`src/rtl/deisr_regs.svh`:
```
// Register offsets, field positions, state codes and reset values of the event status block.
`ifndef DEISR_REGS_SVH
`define DEISR_REGS_SVH

// ****************************************************************
// Register offsets, byte addresses on the configuration port
// ****************************************************************
`define DEISR_OFS_MGR_STATUS 12'h000
`define DEISR_OFS_MGR_PC 12'h004
`define DEISR_OFS_SELECT 12'h020
`define DEISR_OFS_RAW 12'h024
`define DEISR_OFS_MASKED 12'h028
`define DEISR_OFS_CLEAR 12'h02c
`define DEISR_OFS_MGR_FAULT 12'h030
`define DEISR_OFS_CH_FAULT 12'h034

// ****************************************************************
// Field positions
// ****************************************************************
`define DEISR_NONSECURE_BIT 9
`define DEISR_WAKE_HI 8
`define DEISR_WAKE_LO 4
`define DEISR_STATE_HI 3
`define DEISR_STATE_LO 0
`define DEISR_MGR_FAULT_BIT 0

// ****************************************************************
// Manager operating state codes
// ****************************************************************
`define DEISR_ST_STOPPED 4'h0
`define DEISR_ST_EXECUTING 4'h1
`define DEISR_ST_CACHE_MISS 4'h2
`define DEISR_ST_UPDATING_PC 4'h3
`define DEISR_ST_WAIT_EVENT 4'h4
`define DEISR_ST_FAULTING 4'hf

// ****************************************************************
// Reset values
// ****************************************************************
`define DEISR_SELECT_RST 32'h0000_0000
`define DEISR_RDATA_RST 32'h0000_0000

`endif

```
`src/rtl/deisr_pkg.sv`:
```
// Types shared by the event status block and its submodules.
package deisr_pkg;

    // Number of send-event resources.
    localparam int DEISR_NUM_RES = 32;

    // Configuration port request, one access.
    typedef struct packed {
        logic psel;
        logic penable;
        logic pwrite;
        logic [11:0] paddr;
        logic [31:0] pwdata;
    } deisr_apb_req_t;

    // Configuration port response.
    typedef struct packed {
        logic [31:0] prdata;
        logic pready;
        logic pslverr;
    } deisr_apb_rsp_t;

    // Manager thread view from the instruction engine.
    typedef struct packed {
        logic [3:0] op_state;
        logic [4:0] wait_event;
        logic [31:0] manager_pc_value;
    } deisr_mgr_info_t;

    // One send-event or wait-for-event instruction, valid for one cycle.
    typedef struct packed {
        logic valid;
        logic [4:0] num;
    } deisr_evt_t;

    // State of one event-interrupt resource.
    typedef struct packed {
        logic event_pend;
        logic irq;
    } deisr_res_state_t;

    // State of the top level.
    typedef struct packed {
        logic [31:0] select;
        logic sec_meta;
        logic sec_sync;
        logic [31:0] rdata;
    } deisr_top_state_t;

endpackage

```
`src/rtl/deisr_event_bank.sv`:
```
// Per-resource event and interrupt flags with set and clear logic.
`timescale 1ns/1ps
`default_nettype none
`include "deisr_regs.svh"
module deisr_event_bank #(
    parameter int NUM_RES = 32 // Number of resources.
) (
    input wire logic core_clk, // Controller clock.
    input wire logic rst, // Asynchronous reset, active high.
    input wire logic ce, // Clock enable.
    input wire logic [NUM_RES-1:0] select, // One routes resource to its irq.
    input wire logic [NUM_RES-1:0] sev_hit, // Send-event pulse per resource.
    input wire logic [NUM_RES-1:0] wfe_hit, // Wait-for-event pulse per resource.
    input wire logic [NUM_RES-1:0] clr_hit, // Clear-register write ones.
    output logic [NUM_RES-1:0] irq, // Interrupt request lines.
    output logic [NUM_RES-1:0] event_pend, // Events offered to the threads.
    output logic [NUM_RES-1:0] raw, // Raw status.
    output logic [NUM_RES-1:0] masked // Masked status.
);
    import deisr_pkg::*;

    deisr_res_state_t [NUM_RES-1:0] st;
    deisr_res_state_t [NUM_RES-1:0] next_st;

    genvar i;
    generate
        for (i = 0; i < NUM_RES; i++) begin : g_res
            // Set wins over clear so that no event is lost.
            always_comb begin
                next_st[i] = st[i];
                if (wfe_hit[i] && !select[i]) begin
                    next_st[i].event_pend = 1'b0;
                end
                if (clr_hit[i] && select[i]) begin
                    next_st[i].irq = 1'b0; // see see
                end
                if (sev_hit[i] && !select[i]) begin
                    next_st[i].event_pend = 1'b1;
                end
                if (sev_hit[i] && select[i]) begin
                    next_st[i].irq = 1'b1;
                end
            end

            // Status views of this resource.
            assign irq[i] = st[i].irq;
            assign event_pend[i] = st[i].event_pend;
            assign raw[i] = st[i].event_pend | st[i].irq;
            assign masked[i] = st[i].irq & select[i]; // see

        end
    endgenerate

    // Flag registers, frozen while the clock enable is low.
    always_ff @(posedge core_clk or posedge rst) begin
        if (rst) begin
            st <= '0;
        end else if (ce) begin
            st <= next_st;
        end
    end
endmodule // deisr_event_bank
`default_nettype wire

```
`src/rtl/deisr_mgr_status.sv`:
```
// Packs the manager status and manager fault words.
`timescale 1ns/1ps
`default_nettype none
`include "deisr_regs.svh"
module deisr_mgr_status (
    input wire deisr_pkg::deisr_mgr_info_t mgr_info, // Manager view.
    input wire logic manager_nonsecure_flag, // Synchronised security level.
    output logic [31:0] status_word, // Manager status value.
    output logic [31:0] fault_word // Manager fault value.
);
    import deisr_pkg::*;

    logic manager_faulting_bit;

    // Wake-up event shows only while the manager waits for an event.
    always_comb begin
        status_word = 32'h0000_0000;
        status_word[`DEISR_NONSECURE_BIT] = manager_nonsecure_flag; // see
        if (mgr_info.op_state == `DEISR_ST_WAIT_EVENT) begin
            status_word[`DEISR_WAKE_HI:`DEISR_WAKE_LO] = mgr_info.wait_event;
        end
        status_word[`DEISR_STATE_HI:`DEISR_STATE_LO] = mgr_info.op_state;
    end

    // Fault bit follows the faulting state; upper bits read zero.
    assign manager_faulting_bit = (mgr_info.op_state == `DEISR_ST_FAULTING);
    assign fault_word = {31'h0000_0000, manager_faulting_bit};
endmodule // deisr_mgr_status
`default_nettype wire

```
`src/rtl/deisr_top.sv`:
```
// Event, interrupt and manager status registers of the transfer controller.
// Behaviour
// Status bit 9 shows manager non-secure state.
// Manager security taken from boot security input.
// Status bits 8:4 show awaited event number.
// Status bits 3:0 encode manager operating state.
// Manager program counter readable as 32 bits.
// Select zero: send-event signals event to threads.
// Select one: send-event drives irq high.
// Software leaves unused irq selects at zero.
// Raw bit is event pending or irq.
// Event mode: wait-for-event clears raw bit.
// Interrupt mode: clear-register write clears raw bit.
// Masked bit equals active, high interrupt output.
// Masked bit reads zero in event mode.
// Clear write lowers irq only in interrupt mode.
// Manager fault bit 0 follows faulting state.
// Eight channel fault bits in 7:0.
// Select register read-write, steers later send-events.
// Irq stays high until qualifying clear.
`timescale 1ns/1ps
`default_nettype none
`include "deisr_regs.svh"
module deisr_top #(
    parameter int NUM_CH = 8 // Number of channels with fault flags.
) (
    input wire logic core_clk, // Controller clock, 20 MHz.
    input wire logic rst, // Asynchronous reset, active high.
    input wire logic ce, // Clock enable, freezes all state when low.
    input wire deisr_pkg::deisr_apb_req_t apb_req, // Configuration port request.
    output deisr_pkg::deisr_apb_rsp_t apb_rsp, // Configuration port response.
    input wire logic boot_security_select_input, // Pin, high selects non-secure.
    input wire deisr_pkg::deisr_mgr_info_t mgr_info, // Manager state from the engine.
    input wire deisr_pkg::deisr_evt_t send_event_instruction, // Send-event pulse.
    input wire deisr_pkg::deisr_evt_t wait_for_event_instruction, // Wait-for-event pulse.
    input wire logic [NUM_CH-1:0] ch_faulting, // Channel faulting or completing.
    output logic manager_nonsecure_flag, // Manager security state in use.
    output logic [deisr_pkg::DEISR_NUM_RES-1:0] event_pend, // Events to threads.
    output logic [deisr_pkg::DEISR_NUM_RES-1:0] irq // Interrupt request lines.
);
    import deisr_pkg::*;

    // ****************************************************************
    // State and decode signals
    // ****************************************************************
    deisr_top_state_t st;
    deisr_top_state_t next_st;

    logic setup_rd;
    logic access_wr;
    logic access_any;
    logic addr_hit;
    logic [DEISR_NUM_RES-1:0] sev_hit;
    logic [DEISR_NUM_RES-1:0] wfe_hit;
    logic [DEISR_NUM_RES-1:0] clr_hit;
    logic [DEISR_NUM_RES-1:0] raw;
    logic [DEISR_NUM_RES-1:0] masked;
    logic [31:0] status_word;
    logic [31:0] fault_word;
    logic [31:0] ch_fault_word;
    logic [31:0] read_mux;

    // ****************************************************************
    // Configuration port phases
    // ****************************************************************

    // Read data is fetched in the setup phase so that it stands in the access phase.
    assign setup_rd = apb_req.psel && !apb_req.penable && !apb_req.pwrite;

    // Writes act in the access phase, the only phase in which they complete.
    assign access_wr = apb_req.psel && apb_req.penable && apb_req.pwrite;
    assign access_any = apb_req.psel && apb_req.penable;

    // Address decode for every mapped register.
    always_comb begin
        case (apb_req.paddr)
            `DEISR_OFS_MGR_STATUS: addr_hit = 1'b1;
            `DEISR_OFS_MGR_PC: addr_hit = 1'b1;
            `DEISR_OFS_SELECT: addr_hit = 1'b1;
            `DEISR_OFS_RAW: addr_hit = 1'b1;
            `DEISR_OFS_MASKED: addr_hit = 1'b1;
            `DEISR_OFS_CLEAR: addr_hit = 1'b1;
            `DEISR_OFS_MGR_FAULT: addr_hit = 1'b1;
            `DEISR_OFS_CH_FAULT: addr_hit = 1'b1;
            default: addr_hit = 1'b0;
        endcase
    end

    // Every access completes at once; unmapped addresses answer with an error.
    assign apb_rsp = '{prdata: st.rdata, pready: 1'b1, pslverr: access_any && !addr_hit};

    // ****************************************************************
    // Instruction strobes to per-resource pulses
    // ****************************************************************

    // One-hot expansion of the resource number carried by each instruction.
    genvar n;
    generate
        for (n = 0; n < DEISR_NUM_RES; n++) begin : g_hit
            assign sev_hit[n] = send_event_instruction.valid
                && (send_event_instruction.num == 5'(n));
            assign wfe_hit[n] = wait_for_event_instruction.valid
                && (wait_for_event_instruction.num == 5'(n));
        end
    endgenerate

    // Clear write ones reach the resources only during a write access.
    assign clr_hit = (access_wr && apb_req.paddr == `DEISR_OFS_CLEAR) ?
        apb_req.pwdata : 32'h0000_0000; // see

    // ****************************************************************
    // Submodules
    // ****************************************************************

    // Event and interrupt flags; the select register steers each send-event.
    deisr_event_bank #(
        .NUM_RES(DEISR_NUM_RES)
    ) u_bank (
        .core_clk(core_clk),
        .rst(rst),
        .ce(ce),
        .select(st.select),
        .sev_hit(sev_hit),
        .wfe_hit(wfe_hit),
        .clr_hit(clr_hit),
        .irq(irq),
        .event_pend(event_pend),
        .raw(raw),
        .masked(masked)
    );

    // Manager status and manager fault words.
    deisr_mgr_status u_mgr (
        .mgr_info(mgr_info),
        .manager_nonsecure_flag(st.sec_sync),
        .status_word(status_word),
        .fault_word(fault_word)
    );

    // The security state in use comes from the synchronised boot pin.
    assign manager_nonsecure_flag = st.sec_sync;

    // Channel fault flags sit in the low bits, the rest read zero.
    assign ch_fault_word = 32'(ch_faulting);

    // ****************************************************************
    // Read data selection
    // ****************************************************************

    // Write-only and unmapped registers read as zero.
    always_comb begin
        case (apb_req.paddr)
            `DEISR_OFS_MGR_STATUS: read_mux = status_word; // see see
            `DEISR_OFS_MGR_PC: read_mux = mgr_info.manager_pc_value;
            `DEISR_OFS_SELECT: read_mux = st.select;
            `DEISR_OFS_RAW: read_mux = raw;
            `DEISR_OFS_MASKED: read_mux = masked; // see
            `DEISR_OFS_MGR_FAULT: read_mux = fault_word;
            `DEISR_OFS_CH_FAULT: read_mux = ch_fault_word;
            default: read_mux = 32'h0000_0000;
        endcase
    end

    // ****************************************************************
    // Next state
    // ****************************************************************

    // Select writes, read capture and the two-stage pin synchroniser.
    always_comb begin
        next_st = st;
        next_st.sec_meta = boot_security_select_input;
        next_st.sec_sync = st.sec_meta;
        if (access_wr && apb_req.paddr == `DEISR_OFS_SELECT) begin
            next_st.select = apb_req.pwdata;
        end
        if (setup_rd) begin
            next_st.rdata = read_mux;
        end
    end

    // State register, frozen while the clock enable is low.
    always_ff @(posedge core_clk or posedge rst) begin
        if (rst) begin
            st.select <= `DEISR_SELECT_RST;
            st.sec_meta <= 1'b0;
            st.sec_sync <= 1'b0;
            st.rdata <= `DEISR_RDATA_RST;
        end else if (ce) begin
            st <= next_st;
        end
    end
endmodule // deisr_top
`default_nettype wire

```
`config.mk`:
```
export PLATFORM = sky130hd
export DESIGN_NAME = deisr_top
export DESIGN_NICKNAME = d
export VERILOG_FILES = /design/src/rtl/deisr_pkg.sv /design/src/rtl/deisr_event_bank.sv /design/src/rtl/deisr_mgr_status.sv /design/src/rtl/deisr_top.sv
export VERILOG_INCLUDE_DIRS = /design/src /design/src/rtl
export SDC_FILE = /design/constraint.sdc
export NUM_CORES = 1
export LEC_CHECK = 0
export BUFFER_PORTS_ARGS = -buffer_cell sky130_fd_sc_hd__buf_2
export CAP_MARGIN = 15
export CORE_MARGIN = 1.5
export CORE_UTILIZATION = 53
export CTS_BUF_LIST = sky130_fd_sc_hd__clkbuf_2 sky130_fd_sc_hd__clkbuf_4 sky130_fd_sc_hd__clkbuf_8
export CTS_CLUSTER_DIAMETER = 100
export DETAILED_ROUTE_END_ITERATION = 12
export PLACE_DENSITY = 0.9
export SLEW_MARGIN = 20
export SYNTH_ARGS = -nofsm -noshare
export SYNTH_HDL_FRONTEND = slang
export SYNTH_SLANG_ARGS = --single-unit
export TNS_END_PERCENT = 100
```
`constraint.sdc`:
```
create_clock -name core_clk -period 4.8 [get_ports core_clk]
set_input_delay 0.24 -clock core_clk [delete_from_list [all_inputs] [get_ports core_clk]]
set_output_delay 0.24 -clock core_clk [all_outputs]
set_load 0.01 [all_outputs]
```
# Word-level counts from Yosys, hierarchy flattened
# Cells that the tools add are included.
[totals]
register_bits = 130
input_bits = 112
out_inout_bits = 99
[classes]
n_eq_ne = 71
muxes = 132
bitwise_logic = 64
n_reduce_logical = 368
[ops]
columns = ["op", "count"]
rows = [
  ["one-hot mux 32 bit (7 select lines)", 1],
  ["logical AND 1 bit", 199],
  ["== test 5 bit, second input constant", 32],
  ["AND reduction 2 bit", 66],
  ["2-to-1 mux 1 bit", 129],
  ["nonzero test 2 bit", 64],
  ["== test 5 x 4 -> 1 bit, second input constant", 16],
  ["== test 12 x 6 -> 1 bit, second input constant", 6],
  ["== test 5 x 3 -> 1 bit, second input constant", 8],
  ["logical NOT 1 bit", 35],
  ["AND 1 bit", 32],
  ["2-to-1 mux 32 bit", 1],
  ["OR 1 bit", 32],
  ["== test 5 x 2 -> 1 bit, second input constant", 4],
  ["== test 12 x 3 -> 1 bit, second input constant", 1],
  ["logical NOT 12 bit", 1],
  ["== test 5 x 1 -> 1 bit, second input constant", 2],
  ["logical NOT 5 bit", 2],
  ["OR reduction 8 bit", 1],
  ["2-to-1 mux 5 bit", 1],
  ["== test 4 x 3 -> 1 bit, second input constant", 1],
  ["== test 4 bit, second input constant", 1],
]

# Depth between registers and ports, before layout
[depth]
depth_word = 7
mapped_depth = 8

# Modules after synthesis
# A second synthesis with hierarchy kept.
[hier_totals]
cells_unflattened = 943
area_unflattened_um2 = 9052.4
[by_module_without_submodules]
columns = ["mod", "n_inst", "cells_per_inst", "area_per_inst_um2", "seq_area_each_um2"]
rows = [
  ["deisr_top", 1, 573, 5328.9, 1651.6],
  ["deisr_event_bank", 1, 303, 3211.8, 1601.5],
  ["deisr_mgr_status", 1, 67, 511.7, 0.0],
]

# Worst setup path after synthesis
# No wires, ideal clock.
[synth_path]
path_type = "input to register"
from = "input port apb_req[41] (netlist bit)"
to = "register, netlist name st[43]"
arrival_time_ns = 1.870
required_time_ns = 4.675
path_slack_ns = 2.806
cell_stages = 5
n_path_buf = 2
cell_sequence = "or4_1 > buf_4 > nor4_4 > buf_6 > mux2_2"
[synth_via]
elab_chain_len = 3
[synth_lines]
columns = ["item", "line_no", "text"]
rows = [
  ["from (decl)", "deisr_top.sv:30", "input wire deisr_pkg::deisr_apb_req_t apb_req,"],
  ["== test 12 x 6 -> 1 bit", "--", ""],
  ["logical AND 1 bit (no line)", "--", ""],
  ["AND reduction 2 bit (no line)", "--", ""],
]
# Every way passes these cells.
# A chain may end at the register's enable or synchronous reset.

# Worst setup path after layout
[layout_path]
from = "input port apb_req[41] (netlist bit)"
to = "register, netlist name st[52]"
[layout_via]
elab_chain_len = 3
[layout_lines]
columns = ["item"]
rows = [
  ["== test 12 x 6 -> 1 bit"],
  ["logical AND 1 bit (no line)"],
  ["AND reduction 2 bit (no line)"],
]
# Every way passes these cells.

==> flow_metrics.py <==
metrics = {
    "status": {
        "outcome": "completed",
    },
    "worst_hold_path": {
        "holdCritPathClass": "in -> reg",
        "holdCritStartpoint": "apb_req[23]",
    },
    "cts": {
        "cts_tree": "built",
        "cts_buffers": 17,
        "cts_buffer_depth": 2,
        "htree_levels": 4,
        "clk_latency_ns": 0.45,
        "clock-sinks": 130,
        "root_buffer": "clkbuf_8",
        "clk_pin_slew_ns": 0.07,
    },
    "power": {
        "powerDensity_nw_per_um2": 326,
        "ir_worst_vdd_v": 0.000160,
        "power.leakage_nw": 3.76,
    },
    "timing": {
        "min_period_over_period": 0.545,
        "hold_ws_ns": 0.0213,
        "relSlewSlack": 0.227,
        "tightest_slew_ns": 1.15,
        "fin_tns_setup_ns": 0,
        "final-setup-viol-count": 0,
        "finalHoldViolations": 0,
        "rsz0062_at_grt": "no",
        "drv_slew": 0,
        "period_needed_ns": 2.62,
        "skew_ns": 0.0103,
        "max_freq_mhz": 382,
    },
    "floorplan": {
        "fp.coreArea_um2": 12500,
        "chipWidth_um": 116,
        "die_h_um": 116,
        "dieArea_um2": 13500,
        "rows": 41,
        "io_pins": 211,
        "initial_utilization": 0.540,
    },
    "critical_path": {
        "cp_num_buf_inv": 2,
        "reg2reg_from": "u_bank.event_pend[6]",
        "crit_chain": "buf_2 > or4_1 > nor4_4 > buf_4 > mux2_2",
        "critPathLaunch": "apb_req[41]",
        "slowest_delay_ns": 1.04,
        "crit_family": "simple AND/OR/NAND/NOR gates",
        "worst_ep_required_time_ns": 5.13,
        "cp-start-kind": "primary input",
        "path_class": "in -> reg",
        "r2r_slack_ns": 3.14,
        "critPathSlowestCell": "nor4_4",
        "endpoint_kind": "flip-flop",
        "critPathArrivalTime_ns": 2.95,
        "path_max_fanout": 18,
    },
    "place": {
        "dp_hpwl_um": 14800,
        "port_buffers": 209,
        "gp_congestion": 0.948,
    },
    "synth": {
        "synth_xor_area_frac": 0,
        "ys_warn_count": 0,
        "muxShareOfSynthArea": 0.0564,
        "synth.most_common_cell": "dfrtp_1",
        "yosysSeqAreaShare": 0.481,
        "syn_inst": 677,
        "synth_compound_area_frac": 0.233,
        "yosysTopAreaCellShare": 0.481,
        "synth-async-reset-ratio": 1.00,
        "synth_top_family_by_area": "compound AO/OA/AOI/OAI gates",
        "synth-main-ff-cell": "dfrtp_1",
        "yosys.area_share.adder": 0,
        "syn_area_um2": 6770,
        "synth_nets": 789,
        "synth_top_area_cell": "dfrtp_1",
        "synth_enable_flop_cells": 0,
        "synthTopCellsByArea": "dfrtp_1, a32o_1, o21ai_0, nand2_1, buf_4",
        "synthDistinctLibCells": 54,
        "ys_top_cells_by_count": "dfrtp_1, nand2_1, o21ai_0",
        "syn_avg_cell_area_um2": 9.99,
        "yosys.area_share.simple": 0.159,
        "ys_ff_latch": 130,
    },
    "finish": {
        "layout-drive-gt1-share": 0.326,
        "fill_cells": 1073,
        "area_growth_pct": 19.5,
        "fin_nets": 956,
    },
    "grt": {
        "grt_util_met3": 0.0858,
        "grt_pass1_vias": 5881,
        "use_met1": 0.409,
        "antenna_found_initial": 2,
        "grt_max_degree": 55,
        "grt-ovfl-total": 0,
        "busiest_layer": "met2",
        "grt.met2_usage": 0.481,
        "grt_pass1_wl_um": 31400,
        "grt_usage": 0.312,
    },
    "route": {
        "drt-initial-drc-count": 703,
        "vias": 6432,
        "drt_pre_antenna_iters": 6,
        "ant_nets": 0,
        "drc": 0,
        "routed_wl_um": 20800,
        "via_per_inst": 6.26,
        "routedWlPerCell_um": 20.2,
    },
    "job": {
        "maxCapViolCount": 0,
    },
}
-- cells in the final DEF (no fill, tap or decap), types with 3 or more instances in the layout --
cell type    n
nor3_2       3
nor4_4       3
o21ai_0     61
dfrtp_1    130
buf_4       11
a21o_1      11
nor3_1       4
o31ai_1     32
a21oi_1     13
nor2b_1      4
a222oi_1     6
or3_1        6
buf_2      209
o22ai_1      4
mux2_1      18
o22a_1      10
a32oi_1      7
nand3_1     35
a211oi_1     3
nand2b_1     9
o221ai_1     4
a32o_1      31
mux2_2      15
nand4_1      6
a31oi_1     17
a22o_1       5
nand2_1     72
a221oi_1     5
nor2_1      56
clkbuf_8    23
clkinv_2     3
-- sequential cells by signal, indices dropped and copies added, names as in the netlist --
name                    flops
apb_rsp                    32
st                         32
u_bank.event_pend          32
u_bank.irq                 32
manager_nonsecure_flag      1
next_st                     1
-- layout make-up --
| cell class | count | area, um2 | share of cell area |
|---|---|---|---|
| well taps | 172 | 215 | 0.0266 |
| clock inverters | 5 | 75.1 | 0.00929 |
| inverters | 3 | 13.8 | 0.00170 |
| repair buffers | 221 | 1140 | 0.141 |
| diodes | 2 | 5.00 | 0.000619 |
| clock buffers | 24 | 324 | 0.0401 |
| flip-flops and latches | 130 | 3250 | 0.402 |
| multi-input cells | 471 | 3060 | 0.378 |
-- cell families (layout without fill, tap and decap cells) --
group           Yosys count  after routing
mux                      34             34
flops                   130            130
other cells               1              3
buf+inv                  76            253
compound gates          220            220
simple gates            216            216
-- worst paths after layout --
| check | end | cells after the start |
|---|---|---|
| setup / recovery | st[52] | 5 |
| hold / removal | st[57] | 2 |
| setup reg to reg | apb_rsp[8] | 5 |
| hold reg to reg | apb_rsp[3] | 2 |
| max in group asynchronous | u_bank.event_pend[26] | 4 |
| min in group asynchronous | u_bank.irq[7] | 3 |
-- power by group --
| group | switching [mW] | leakage [nW] | internal, mW |
|---|---|---|---|
| Clock | 0.410 | 0.210 | 0.539 |
| Combinational | 0.243 | 1.84 | 0.174 |
| Sequential | 0.0735 | 1.71 | 1.19 |
-- per-layer routing --
layer / vias to the layer above / share of wire
met5: - / 0
met4: 0 / 0.035
met3: 66 / 0.10
met2: 423 / 0.46
met1: 3084 / 0.40
li1: 2859 / -
-- what timing repair did --
action,CTS,global route
buffers inserted,0,0
hold endpoints to repair,29,0
hold buffers,1,0
gates resized for setup,0,0
setup endpoints to repair,0,0
-- metrics by stage --
| stage | instances | total power [mW] | util | setup slack (ns) | area, um2 |
|---|---|---|---|---|---|
| floorplan | 677 | 1.54 | - | 1.09 | 6770 |
| global placement | 996 | 1.68 | 0.612 | 1.81 | 7650 |
| detailed placement | 996 | 1.70 | 0.612 | 1.73 | 7650 |
| CTS | 1026 | 2.64 | 0.644 | 2.21 | 8060 |
| global route | 1027 | 2.75 | 0.646 | 2.08 | 8080 |
| finish | 1028 | 2.63 | 0.646 | 2.18 | 8080 |
No activity file was read; power rests on OpenSTA's default activity.
